**config.mk**
```make
export PLATFORM = sky130hd
export DESIGN_NAME = six_bit_port_pad_control
export DESIGN_NICKNAME = d
export VERILOG_FILES = /design/src/design/pad_cell_ctrl.v /design/src/design/six_bit_port_pad_control.v
export VERILOG_INCLUDE_DIRS = /design/src /design/src/shared
export SDC_FILE = /design/constraint.sdc
export NUM_CORES = 1
export LEC_CHECK = 0
export BUFFER_PORTS_ARGS = -buffer_cell sky130_fd_sc_hd__buf_4
export CAP_MARGIN = 20
export CORE_MARGIN = 5
export CORE_UTILIZATION = 50
export CTS_BUF_LIST = sky130_fd_sc_hd__clkbuf_4
export CTS_CLUSTER_DIAMETER = 40
export DETAILED_ROUTE_END_ITERATION = 10
export PLACE_DENSITY = 0.88
export SETUP_SLACK_MARGIN = 0.3
export SYNTH_ARGS = -nofsm -noshare
export SYNTH_HDL_FRONTEND = slang
export SYNTH_SLANG_ARGS = --single-unit
```
**constraint.sdc**
```tcl
create_clock -name i_clk -period 2.54 [get_ports i_clk]
set_input_delay 0.127 -clock i_clk [delete_from_list [all_inputs] [get_ports i_clk]]
set_output_delay 0.127 -clock i_clk [all_outputs]
set_load 0.02 [all_outputs]
```
**src/shared/pad_port_consts.vh**
```
// Register offsets, field layout and reset values of the six-bit pad port
`ifndef PAD_PORT_CONSTS_VH
`define PAD_PORT_CONSTS_VH

// Printed offsets are not all multiples of four: they are register indices
`define PIN_DATA_IDX 16'hf268
`define PIN_DIR_IDX 16'hf269
`define PAD_CFG_LOW_IDX 16'hf26a
`define PAD_CFG_HIGH_IDX 16'hf26b
// Byte address is four times the index
`define PIN_DATA_ADDR 18'h3c9a0
`define PIN_DIR_ADDR 18'h3c9a4
`define PAD_CFG_LOW_ADDR 18'h3c9a8
`define PAD_CFG_HIGH_ADDR 18'h3c9ac
`define ADDR_DECODE_BITS 18

`define PIN_COUNT 6
`define REG_WIDTH 8
`define PIN_DATA_RESET 6'h00
`define PIN_DIR_RESET 6'h00
`define PAD_CFG_LOW_RESET 6'h00
`define PAD_CFG_HIGH_RESET 6'h00

// Pad codes {high bit, low bit}
`define PAD_CODE_HIZ 2'h0
`define PAD_CODE_PCH 2'h1
`define PAD_CODE_NCH 2'h2
`define PAD_CODE_CMOS 2'h3

// Pin direction encodings
`define DIR_OUTPUT 1'h0
`define DIR_INPUT 1'h1

// AHB encodings
`define HTRANS_NONSEQ 2'h2
`define HRESP_OKAY 1'h0

`endif

```
**src/design/pad_cell_ctrl.v**
```verilog
// One pin's pad driver and pull control
`timescale 1ns/1ps
`include "pad_port_consts.vh"

module pad_cell_ctrl (
  // Configuration
  input wire i_dir,
  input wire [1:0] i_code,
  input wire i_data,
  // Pad controls
  output reg o_pin_out,
  output reg o_pin_oe,
  output reg o_pull_up,
  output reg o_pull_down
);

  always @* begin
    o_pin_out = 1'b0;
    o_pin_oe = 1'b0;
    o_pull_up = 1'b0;
    o_pull_down = 1'b0;
    if (i_dir == `DIR_OUTPUT) begin
      o_pin_out = i_data;
      case (i_code)
        `PAD_CODE_HIZ: o_pin_oe = 1'b0;
        `PAD_CODE_PCH: o_pin_oe = i_data;
        `PAD_CODE_NCH: o_pin_oe = ~i_data;
        `PAD_CODE_CMOS: o_pin_oe = 1'b1;
        default: o_pin_oe = 1'b0;
      endcase
    end else begin
      case (i_code)
        `PAD_CODE_PCH: o_pull_down = 1'b1;
        `PAD_CODE_NCH: o_pull_up = 1'b1;
        default: o_pull_up = 1'b0;
      endcase
    end
  end

endmodule

```
**src/design/six_bit_port_pad_control.v**
```verilog
// Six-bit port with per-pin direction and pad style, AHB-Lite registers
//
// The AHB-Lite slave port is this design's own decision.
`timescale 1ns/1ps
`include "pad_port_consts.vh"

module six_bit_port_pad_control (
  // Clock and reset
  input wire i_clk,
  input wire i_reset_n,
  // AHB-Lite slave
  input wire i_hsel,
  input wire [31:0] i_haddr,
  input wire [1:0] i_htrans,
  input wire i_hwrite,
  input wire [2:0] i_hsize,
  input wire [31:0] i_hwdata,
  input wire i_hready,
  output wire [31:0] o_hrdata,
  output wire o_hreadyout,
  output wire o_hresp,
  // Pins
  input wire [5:0] i_pin,
  output wire [5:0] o_pin,
  output wire [5:0] o_pin_oe,
  output wire [5:0] o_pull_up,
  output wire [5:0] o_pull_down
);

  // ==========================================================
  // Register state
  reg [5:0] pin_data_register_reg;
  reg [5:0] pin_direction_register_reg;
  reg [5:0] pad_config_low_bits_reg;
  reg [5:0] pad_config_high_bits_reg;
  reg [31:0] rdata_reg;
  reg [5:0] pin_sync1_reg;
  reg [5:0] pin_sync2_reg;

  reg wr_pend_reg;
  reg [1:0] wr_sel_reg;

  // ==========================================================
  // Pin input synchroniser
  always @(posedge i_clk or negedge i_reset_n) begin
    if (!i_reset_n) begin
      pin_sync1_reg <= 6'h00;
      pin_sync2_reg <= 6'h00;
    end else begin
      pin_sync1_reg <= i_pin;
      pin_sync2_reg <= pin_sync1_reg;
    end
  end

  // ==========================================================
  // Address decode
  wire addr_phase = i_hsel & i_hready & (i_htrans == `HTRANS_NONSEQ);
  wire [17:0] addr = i_haddr[17:0];
  reg hit;
  reg [1:0] sel;
  always @* begin
    hit = 1'b1;
    sel = 2'h0;
    case (addr)
      `PIN_DATA_ADDR: sel = 2'h0;
      `PIN_DIR_ADDR: sel = 2'h1;
      `PAD_CFG_LOW_ADDR: sel = 2'h2;
      `PAD_CFG_HIGH_ADDR: sel = 2'h3;
      default: hit = 1'b0;
    endcase
  end

  // Data read mixes stored value and live pin level per direction
  wire [5:0] data_view = (pin_direction_register_reg & pin_sync2_reg) |
    (~pin_direction_register_reg & pin_data_register_reg);

  reg [5:0] read_mux;
  always @* begin
    case (sel)
      2'h0: read_mux = data_view;
      2'h1: read_mux = pin_direction_register_reg;
      2'h2: read_mux = pad_config_low_bits_reg;
      2'h3: read_mux = pad_config_high_bits_reg;
      default: read_mux = 6'h00;
    endcase
  end

  // ==========================================================
  // Bus phases; zero wait states, unmapped reads zero, writes dropped
  always @(posedge i_clk or negedge i_reset_n) begin
    if (!i_reset_n) begin
      wr_pend_reg <= 1'b0;
      wr_sel_reg <= 2'h0;
      rdata_reg <= 32'h00000000;
    end else begin
      wr_pend_reg <= addr_phase & i_hwrite & hit;
      if (addr_phase) begin
        wr_sel_reg <= sel;
        if (!i_hwrite && hit) begin
          rdata_reg <= {26'h0000000, read_mux};
        end else begin
          rdata_reg <= 32'h00000000;
        end
      end
    end
  end

  // Writes land in the data phase; only the low six bits stored
  always @(posedge i_clk or negedge i_reset_n) begin
    if (!i_reset_n) begin
      pin_data_register_reg <= `PIN_DATA_RESET;
      pin_direction_register_reg <= `PIN_DIR_RESET;
      pad_config_low_bits_reg <= `PAD_CFG_LOW_RESET;
      pad_config_high_bits_reg <= `PAD_CFG_HIGH_RESET;
    end else if (wr_pend_reg) begin
      case (wr_sel_reg)
        2'h0: pin_data_register_reg <= i_hwdata[5:0];
        2'h1: pin_direction_register_reg <= i_hwdata[5:0];
        2'h2: pad_config_low_bits_reg <= i_hwdata[5:0];
        2'h3: pad_config_high_bits_reg <= i_hwdata[5:0];
        default: pin_data_register_reg <= pin_data_register_reg;
      endcase
    end
  end

  assign o_hrdata = rdata_reg;
  assign o_hreadyout = 1'b1;
  assign o_hresp = `HRESP_OKAY;

  // ==========================================================
  // Pad cells, one per pin
  genvar g;
  generate
    for (g = 0; g < 6; g = g + 1) begin : pad
      pad_cell_ctrl u_cell (
        .i_dir(pin_direction_register_reg[g]),
        .i_code({pad_config_high_bits_reg[g],
                 pad_config_low_bits_reg[g]}),
        .i_data(pin_data_register_reg[g]),
        .o_pin_out(o_pin[g]),
        .o_pin_oe(o_pin_oe[g]),
        .o_pull_up(o_pull_up[g]),
        .o_pull_down(o_pull_down[g])
      );
    end
  endgenerate

endmodule

```
==> results of run 1 <==
## synthesized netlist by cell type, types with 2 or more instances
library cell,n,share of area [%]
conb_1,2,0.30
or3b_2,3,1.0
o21ai_0,6,1.2
buf_4,53,16
nand3b_1,2,0.60
a311o_1,6,2.4
mux2i_1,6,2.4
o31ai_1,8,2.4
mux2_2,30,13
inv_1,9,1.3
dfrtp_1,45,45
and3b_1,6,2.1
nor4b_2,2,1.2
nor2_1,12,1.8
or2b_1,6,1.8
or3b_1,3,1.0
nand2_1,20,3.0
## where the power goes
group / total (mW) / switching, mW / internal [mW]
registers: 0.762 / 0.0216 / 0.740
clock network: 0.337 / 0.221 / 0.116
logic: 0.207 / 0.113 / 0.0940
## logic make-up after synthesis
kind of cell           after synthesis
buffers and inverters               63
other                                2
muxes                               36
and+or+nand+nor                     62
AOI/OAI and AO/OA                   20
DFF                                 45
## placed cells by master, fill, tap and decap left out, types with 2 or more instances in the layout
cell / count
buf_4: 66
dfrtp_1: 45
mux2_2: 30
conb_1: 28
nand2_1: 20
nor2_1: 12
inv_1: 9
dlygate4sd3_1: 9
o31ai_1: 8
and3b_1: 6
mux2i_1: 6
or2b_1: 6
a311o_1: 6
o21ai_0: 6
clkbuf_4: 6
or3b_1: 3
or3b_2: 3
nor4b_2: 2
nand3b_1: 2
clkinv_2: 2
## routing by layer
metal | track usage, % | part of all wire, % | vias up
li1 | - | - | 811
met1 | 18.9 | 39 | 817
met2 | 27.1 | 49 | 77
met3 | 5.76 | 11 | 6
met4 | 6.76 | 1.3 | 0
met5 | 0 | 0 | -
## per-stage QoR
step / cells / total power [mW]
5_1_grt: 350 / 1.37
4_1_cts: 349 / 1.32
3_3_place_gp: 333 / 0.969
3_5_place_dp: 333 / 0.973
2_1_floorplan: 254 / 0.926
6_report: 350 / 1.31
## what timing repair did
| action | 4_1_cts | 5_1_grt |
|---|---|---|
| endpoints found under the hold margin | 53 | 2 |
| hold buffers | 8 | 1 |
| setup endpoints to repair | 0 | 0 |
| setup buffers | 0 | 0 |
## area by class of cell
class	count	area, um2	area share, %
clock buffer	6	45.0	1.53
clock inverter	2	10.0	0.341
inverter	9	33.8	1.15
multi-input combinational	146	1050	35.9
sequential	45	1130	38.3
tap	67	83.8	2.85
timing repair buffer	75	586	19.9
## path summary, 6_finish.rpt
path	to	start	depth (start not counted)	slack, ns
max in group asynchronous	pin_data_register_reg[3]	i_reset_n	2	1.86
max reg2reg	pin_data_register_reg[0]	wr_sel_reg[1]	2	0.96
max	pin_data_register_reg[0]	wr_sel_reg[1]	2	0.96
min reg2reg	pin_sync2_reg[0]	pin_sync1_reg[0]	0	0.36
min	pad_config_high_bits_reg[3]	i_hwdata[3]	2	0.02
min in group asynchronous	pad_config_high_bits_reg[2]	i_reset_n	2	0.31
==> summary by stage, run 1 <==
STA
Once routing completed, OpenROAD measured the worst setup slack at 0.961 ns. The final number of max-transition violations is 0. Of the available clock period, the critical path in the final layout requires 62.2%.

The maximum clock skew at final layout is 0.00778 ns. In the final timing run, aggregate negative setup slack is 0 ns. After layout, the minimum clock period comes to 1.58 ns. Derived from the worst setup path, the maximum achievable clock frequency is 0.633 GHz. The relative max-transition margin is 54.5%. The worst slack on hold paths is 0.0159 ns. The total setup violations reported at the end of the flow is 0. For the pin with the worst max-slew slack, the measured transition is 0.680 ns. The final number of hold-violating endpoints is 0. Setup repair after global routing left no endpoint under its margin.

Worst hold path
The type of the tightest min-delay check is in2reg.

Placed design
The placed standard-cell area is 2790 um2. The count of buffers added on input and output ports is 66. The congestion estimate from routability-driven global placement came to 0.722. After legalization and detailed placement, the total HPWL measured 3.72 mm. Prior to clock tree synthesis, the placed netlist has a worst setup slack of 0.965 ns.

Critical path
In this run the worst path has a maximum fanout of 6. The endpoint class of the critical path is a register. The critical path required time is 2.79 ns.

Traced cell by cell, the critical path runs through nor3b_2, mux2_2. Data arrives at the worst endpoint at 1.83 ns. Grouping stages by cell kind, the critical path spends the most delay in simple AND/OR/NAND/NOR gates. The start-to-end type of the worst setup path is reg2reg. The longest individual stage delay on the worst path is 0.61 ns. The number of buffers and inverters on the critical path is 0.

The critical-path cell with the highest stage delay is nor3b_2. The startpoint type of the worst setup path is a register.

Clock network
Gates resized during post-CTS repair numbered 0. After clock tree synthesis, the clock-pin slew on the worst setup and hold paths is 0.13 ns. The number of clock sinks seen by CTS is 45.

TritonCTS built the clock tree. The maximum buffer depth of the clock tree is 2. The H-tree was split into 2 levels.

Clock tree synthesis inserted a total of 5 buffers. The clock root buffer is clkbuf_4. For the worst-skew pair, the clock arrives at the later sink with an insertion delay of 0.36 ns.

Synth
The count of different cell masters after synthesis is 26. After Yosys synthesis, XOR and XNOR cells account for 0% of the synthesized area. The share of cell area taken by muxes after synthesis is 15.8%. In this run, synthesis produced a sequential element count of 45. The synthesized netlist devotes 5.96% of its cell area to compound gates. After Yosys synthesis, full adders, half adders and majority gates account for 0% of the synthesized area. The most common flop cell mapped by yosys is dfrtp_1.

The synthesized design contains 0 enable-type register cells. Yosys printed 0 warnings. Sequential elements use 44.7% of the synthesized area.

A synthesized cell averages 11.0 um2. The mapped netlist covers 2520 um2. By area, the combinational part of the netlist is dominated by buffers and inverters. In the synthesized netlist, the number of instances is 228. The proportion of synthesized flip-flops having asynchronous set or reset is 100%. The simple-gate portion of the synthesized area is 15.9%.

Drt
The average detailed-routed wire length per instance is 14.4 um. The iteration-0 DRC count of the detailed router is 93. The final wirelength is 5.04 mm.

The routed layout has 1711 vias. The count of nets left with antenna violations once routing finished came out at 0. The number of vias per cell after detailed routing is 4.89. After detailed routing, the number of remaining DRC violations is 0.

The first TritonRoute pass finished after 4 iterations.

Floorplan
During I/O placement, the number of pins put on the boundary was 138. The effective utilization at floorplan is 52.3%. The height of the die is 81.0 um. The floorplan step defined a core boundary enclosing 4820 um2. The die covers 6560 um2.

The number of placement rows is 25. The horizontal extent of the die is 81.0 um.

Final layout
The final standard cell utilization of the core is 61.0%. The post-route netlist has 40.3% of its cells at a drive strength greater than 1. 0 antenna diodes ended up in the layout. Relative to the synthesized area, the layout overhead comes to 16.7%. The finished cells cover 2940 um2. The total of fill cells in the finished design is 409. At the end of the flow, the number of nets in the layout was 362.

Global route
The via count of the first global-routing pass is 1710. The global-route wire length before repair is 8.01 mm. The largest net degree at the start of global routing is 46. The number of antenna violations at the first check in global routing is 0.

The global-route usage over all layers is 16.2%. The total congestion overflow after global routing is 0.

Flow run
The number of max-capacitance violations reported is 0.

Run status
The flow ran to the end, and the final reports show no timing, DRC or antenna violations.

Pwr
Power spread over the standard cell area amounts to 445 nW/um2. The analysis attributes to cell leakage a power of 1.47 nW. Across the VDD grid, the largest voltage drop is 0.307 mV.
(Power assumes the default switching activity.)
==> run 2, diff against run 1 <==
Settings changed: CORE_UTILIZATION 50 to 46, PLACE_DENSITY 0.88 to 0.82.
Clock period 2.54 ns to 1.5 ns, I/O delays scaled along.
==> run 2 against run 1 <==
Net effect: sequential power rose by 69%; via count increased by 7.5%; clock power increased by 56%; global-route usage rose by 0.090 points; final cell count rose by 10%; largest power group unchanged.
==> summary by stage, run 2 (synthesis gave the netlist of run 1 again) <==
Run status
The flow ran to the end, and the final reports show no timing, DRC or antenna violations.

STA
The relative max-transition margin was 62.7% (+8.2 points). The total setup violations reported at the end of the flow is 0 (unchanged). The final number of max-transition violations was 0 (unchanged).

The clock period minus final worst setup slack is 1.35 ns. The period utilization is 89.7%. The final number of hold-violating endpoints is 0 (unchanged).

The transition time of the tightest slew-check pin is 0.559 ns (-0.121 ns). The smallest setup slack after layout is 0.154 ns (-0.807 ns). For this run, the top clock speed supported by timing is 0.743 GHz. Setup repair after global routing could not meet its margin everywhere. The maximum clock skew at final layout is 0.0127 ns (+0.00492 ns). The summed negative setup slack over all endpoints is 0 ns (unchanged).

Critical path
The critical path required time was 1.42 ns (-1.37 ns). STA classifies the critical path startpoint as a register. STA classifies the critical path endpoint as an output pin. The setup slack of the most critical reg-to-reg path was 0.19 ns (-0.77 ns).

On the critical path, the stage with the largest delay is an instance of dfrtp_1. The longest individual stage delay on the worst path is 0.46 ns (-0.15 ns). The data arrival at the endpoint of the critical path was 1.27 ns (-0.56 ns). The largest driver fanout on the critical path is 4 (-2).

Walking the worst path, the cells encountered are or2b_1, inv_1, buf_6. The critical path in this run is classified as reg2out.

Final layout
The net count reported at finish came to 394 (+8.8%). The final standard cell utilization of the core was 63.6% (+2.6 points). Leaving out fill and tap cells, the most frequent cells in the layout are 62 x buf_4, 38 x dfrtp_1, 31 x buf_6. The most frequent standard cell in the layout excluding fill and tap cells is buf_4. The multi-input logic area is 1180 um2 (+12%). The total of fill cells in the finished design is 419 (+2.4%).

The fraction of layout instances using a drive strength above 1 came to 50.5% (+10 points). The antenna diode count is 0 (unchanged). Compared with the post-synthesis result, the final layout area differs by 36.5%. The sequential cell area came to 1130 um2 (+0.78%).

Placed design
The placer's final routability congestion estimate is 0.760 (+5.3%). The total of buffers placed on input and output ports was 66 (unchanged). The worst slack at placement is 0.169 ns (-0.796 ns). The placed wire-length estimate is 3.85 mm (+3.5%).

Clock network
The total clock buffers created by CTS was 5 (unchanged). The CTS tree is built. The clock latency on the worst-skew pair is 0.35 ns (about the same).

The number of clock sinks seen by CTS was 45 (unchanged). The CTS clock-pin slew for the worst setup and hold paths came to 0.12 ns (about the same). The maximum buffer depth of the clock tree is 2 (unchanged).

The tree is rooted in a clkbuf_4. The level count of the clock H-tree is 2 (unchanged).

Floorplan
The effective utilization at floorplan was 46.6% (-5.7 points). The horizontal extent of the die was 84.0 um (+3.7%). The I/O pin count was 138 (unchanged).

The total core area is 5410 um2 (+12%). The number of placement rows is 27 (+8.0%). The area of the die came to 7060 um2 (+7.6%). The height of the die was 84.0 um (+3.7%).

Pwr
The power density over the cells is 656 nW/um2 (+47%). The maximum VDD drop is 0.569 mV (+85%). The total chip power is 2.25 mW (+72%). The static power due to leakage is 1.70 nW (+16%).

Drt
The wire length on met2 is 2.83 mm (+16%). The first-pass iteration count of the detailed router is 4 (unchanged). The final antenna-violating net count came to 0 (unchanged). The average detailed-routed wire length per instance came to 15.0 um (+3.9%).

The final wirelength is 5.77 mm (+14%). The met1 layer wirelength in the final routing is 2.40 mm (+23%). The met3 routed wirelength is 488 um (-15%). The iteration-0 DRC count of the detailed router was 132 (+42%). The highest layer touched by signal routing is met4. The via count was 1839 (+7.5%).

The number of vias per cell after detailed routing is 4.78 (-2.3%). The number of design rule violations left after detail routing is 0 (unchanged).

Global route
The total congestion overflow after global routing is 0 (unchanged). The largest net degree at the start of global routing is 46 (unchanged). The via count of the first global-routing pass is 1853 (+8.4%). The number of antenna violations at the first check in global routing was 0 (unchanged). The global-route usage over all layers is 16.3% (+0.090 points). The global-route wire length before repair is 9.15 mm (+14%).

Worst hold path
The type of the tightest min-delay check is in2reg.

Flow run
The number of max-capacitance violations reported is 0 (unchanged).
[run 2: changes by cell type in the layout (fill, tap and decap cells not counted), moves of 7 or more]
cell,before,now
buf_6,0,31
mux2_4,0,17
dfrtp_1,45,38
mux2_2,30,13
dfrtp_2,0,7
[run 2: timing repair]
item / 4_1_cts / 5_1_grt
endpoints found under the hold margin: 76 / 0
gates resized for setup: 40 / 34
setup buffers: 16 / 3
endpoints found under the setup margin: 48 / 54
hold buffers: 14 / 0
pin swaps: 12 / 5
[run 2: layer usage]
layer | GRT usage (%) | up-vias
met5 | 0 | -
met4 | 3.95 | 0
met3 | 5.53 | 4
met2 | 27.2 | 78
met1 | 20.4 | 876
li1 | - | 881
[run 2: report_power, final]
group	switching (mW)	total (mW)	internal, mW
Sequential	0.0354	1.29	1.25
Combinational	0.222	0.438	0.216
Clock	0.362	0.525	0.163
[run 2: stage by stage]
| step | area, um2 | hold slack [ns] | std cells |
|---|---|---|---|
| after floorplan | 2620 | -0.221 | 254 |
| after detailed placement | 2870 | 0.106 | 346 |
| after global placement | 2870 | 0.102 | 346 |
| final | 3440 | 0.0550 | 385 |
| after global routing | 3440 | 0.0478 | 385 |
| after CTS | 3310 | 0.0454 | 382 |
[run 2: final cells by class]
class                           count  area share, %
Timing Repair Buffer              107           27.8
Inverter                            9          0.983
Clock buffer                        5           1.09
Multi-Input combinational cell    146           34.4
Sequential cell                    45           33.0
Clock inverter                      1          0.146
Tap cell                           72           2.62
[run 2: worst paths after layout]
check                                         startpoint                             to  depth (start not counted)
setup / recovery           pin_direction_register_reg[2]                       o_pin[2]                          3
hold / removal                                i_haddr[2]                  wr_sel_reg[0]                          3
setup reg to reg                           wr_sel_reg[0]  pin_direction_register_reg[1]                          4
hold reg to reg                         pin_sync1_reg[2]               pin_sync2_reg[2]                          0
max in group asynchronous                      i_reset_n                    wr_pend_reg                          2
min in group asynchronous                      i_reset_n               pin_sync2_reg[2]                          2
[run 2: worst max-delay path, delay by kind of cell (launching register included)]
family	cells	cell delay, ns
simple gates	1	0.27
buf+inv	2	0.19
flops	1	0.46
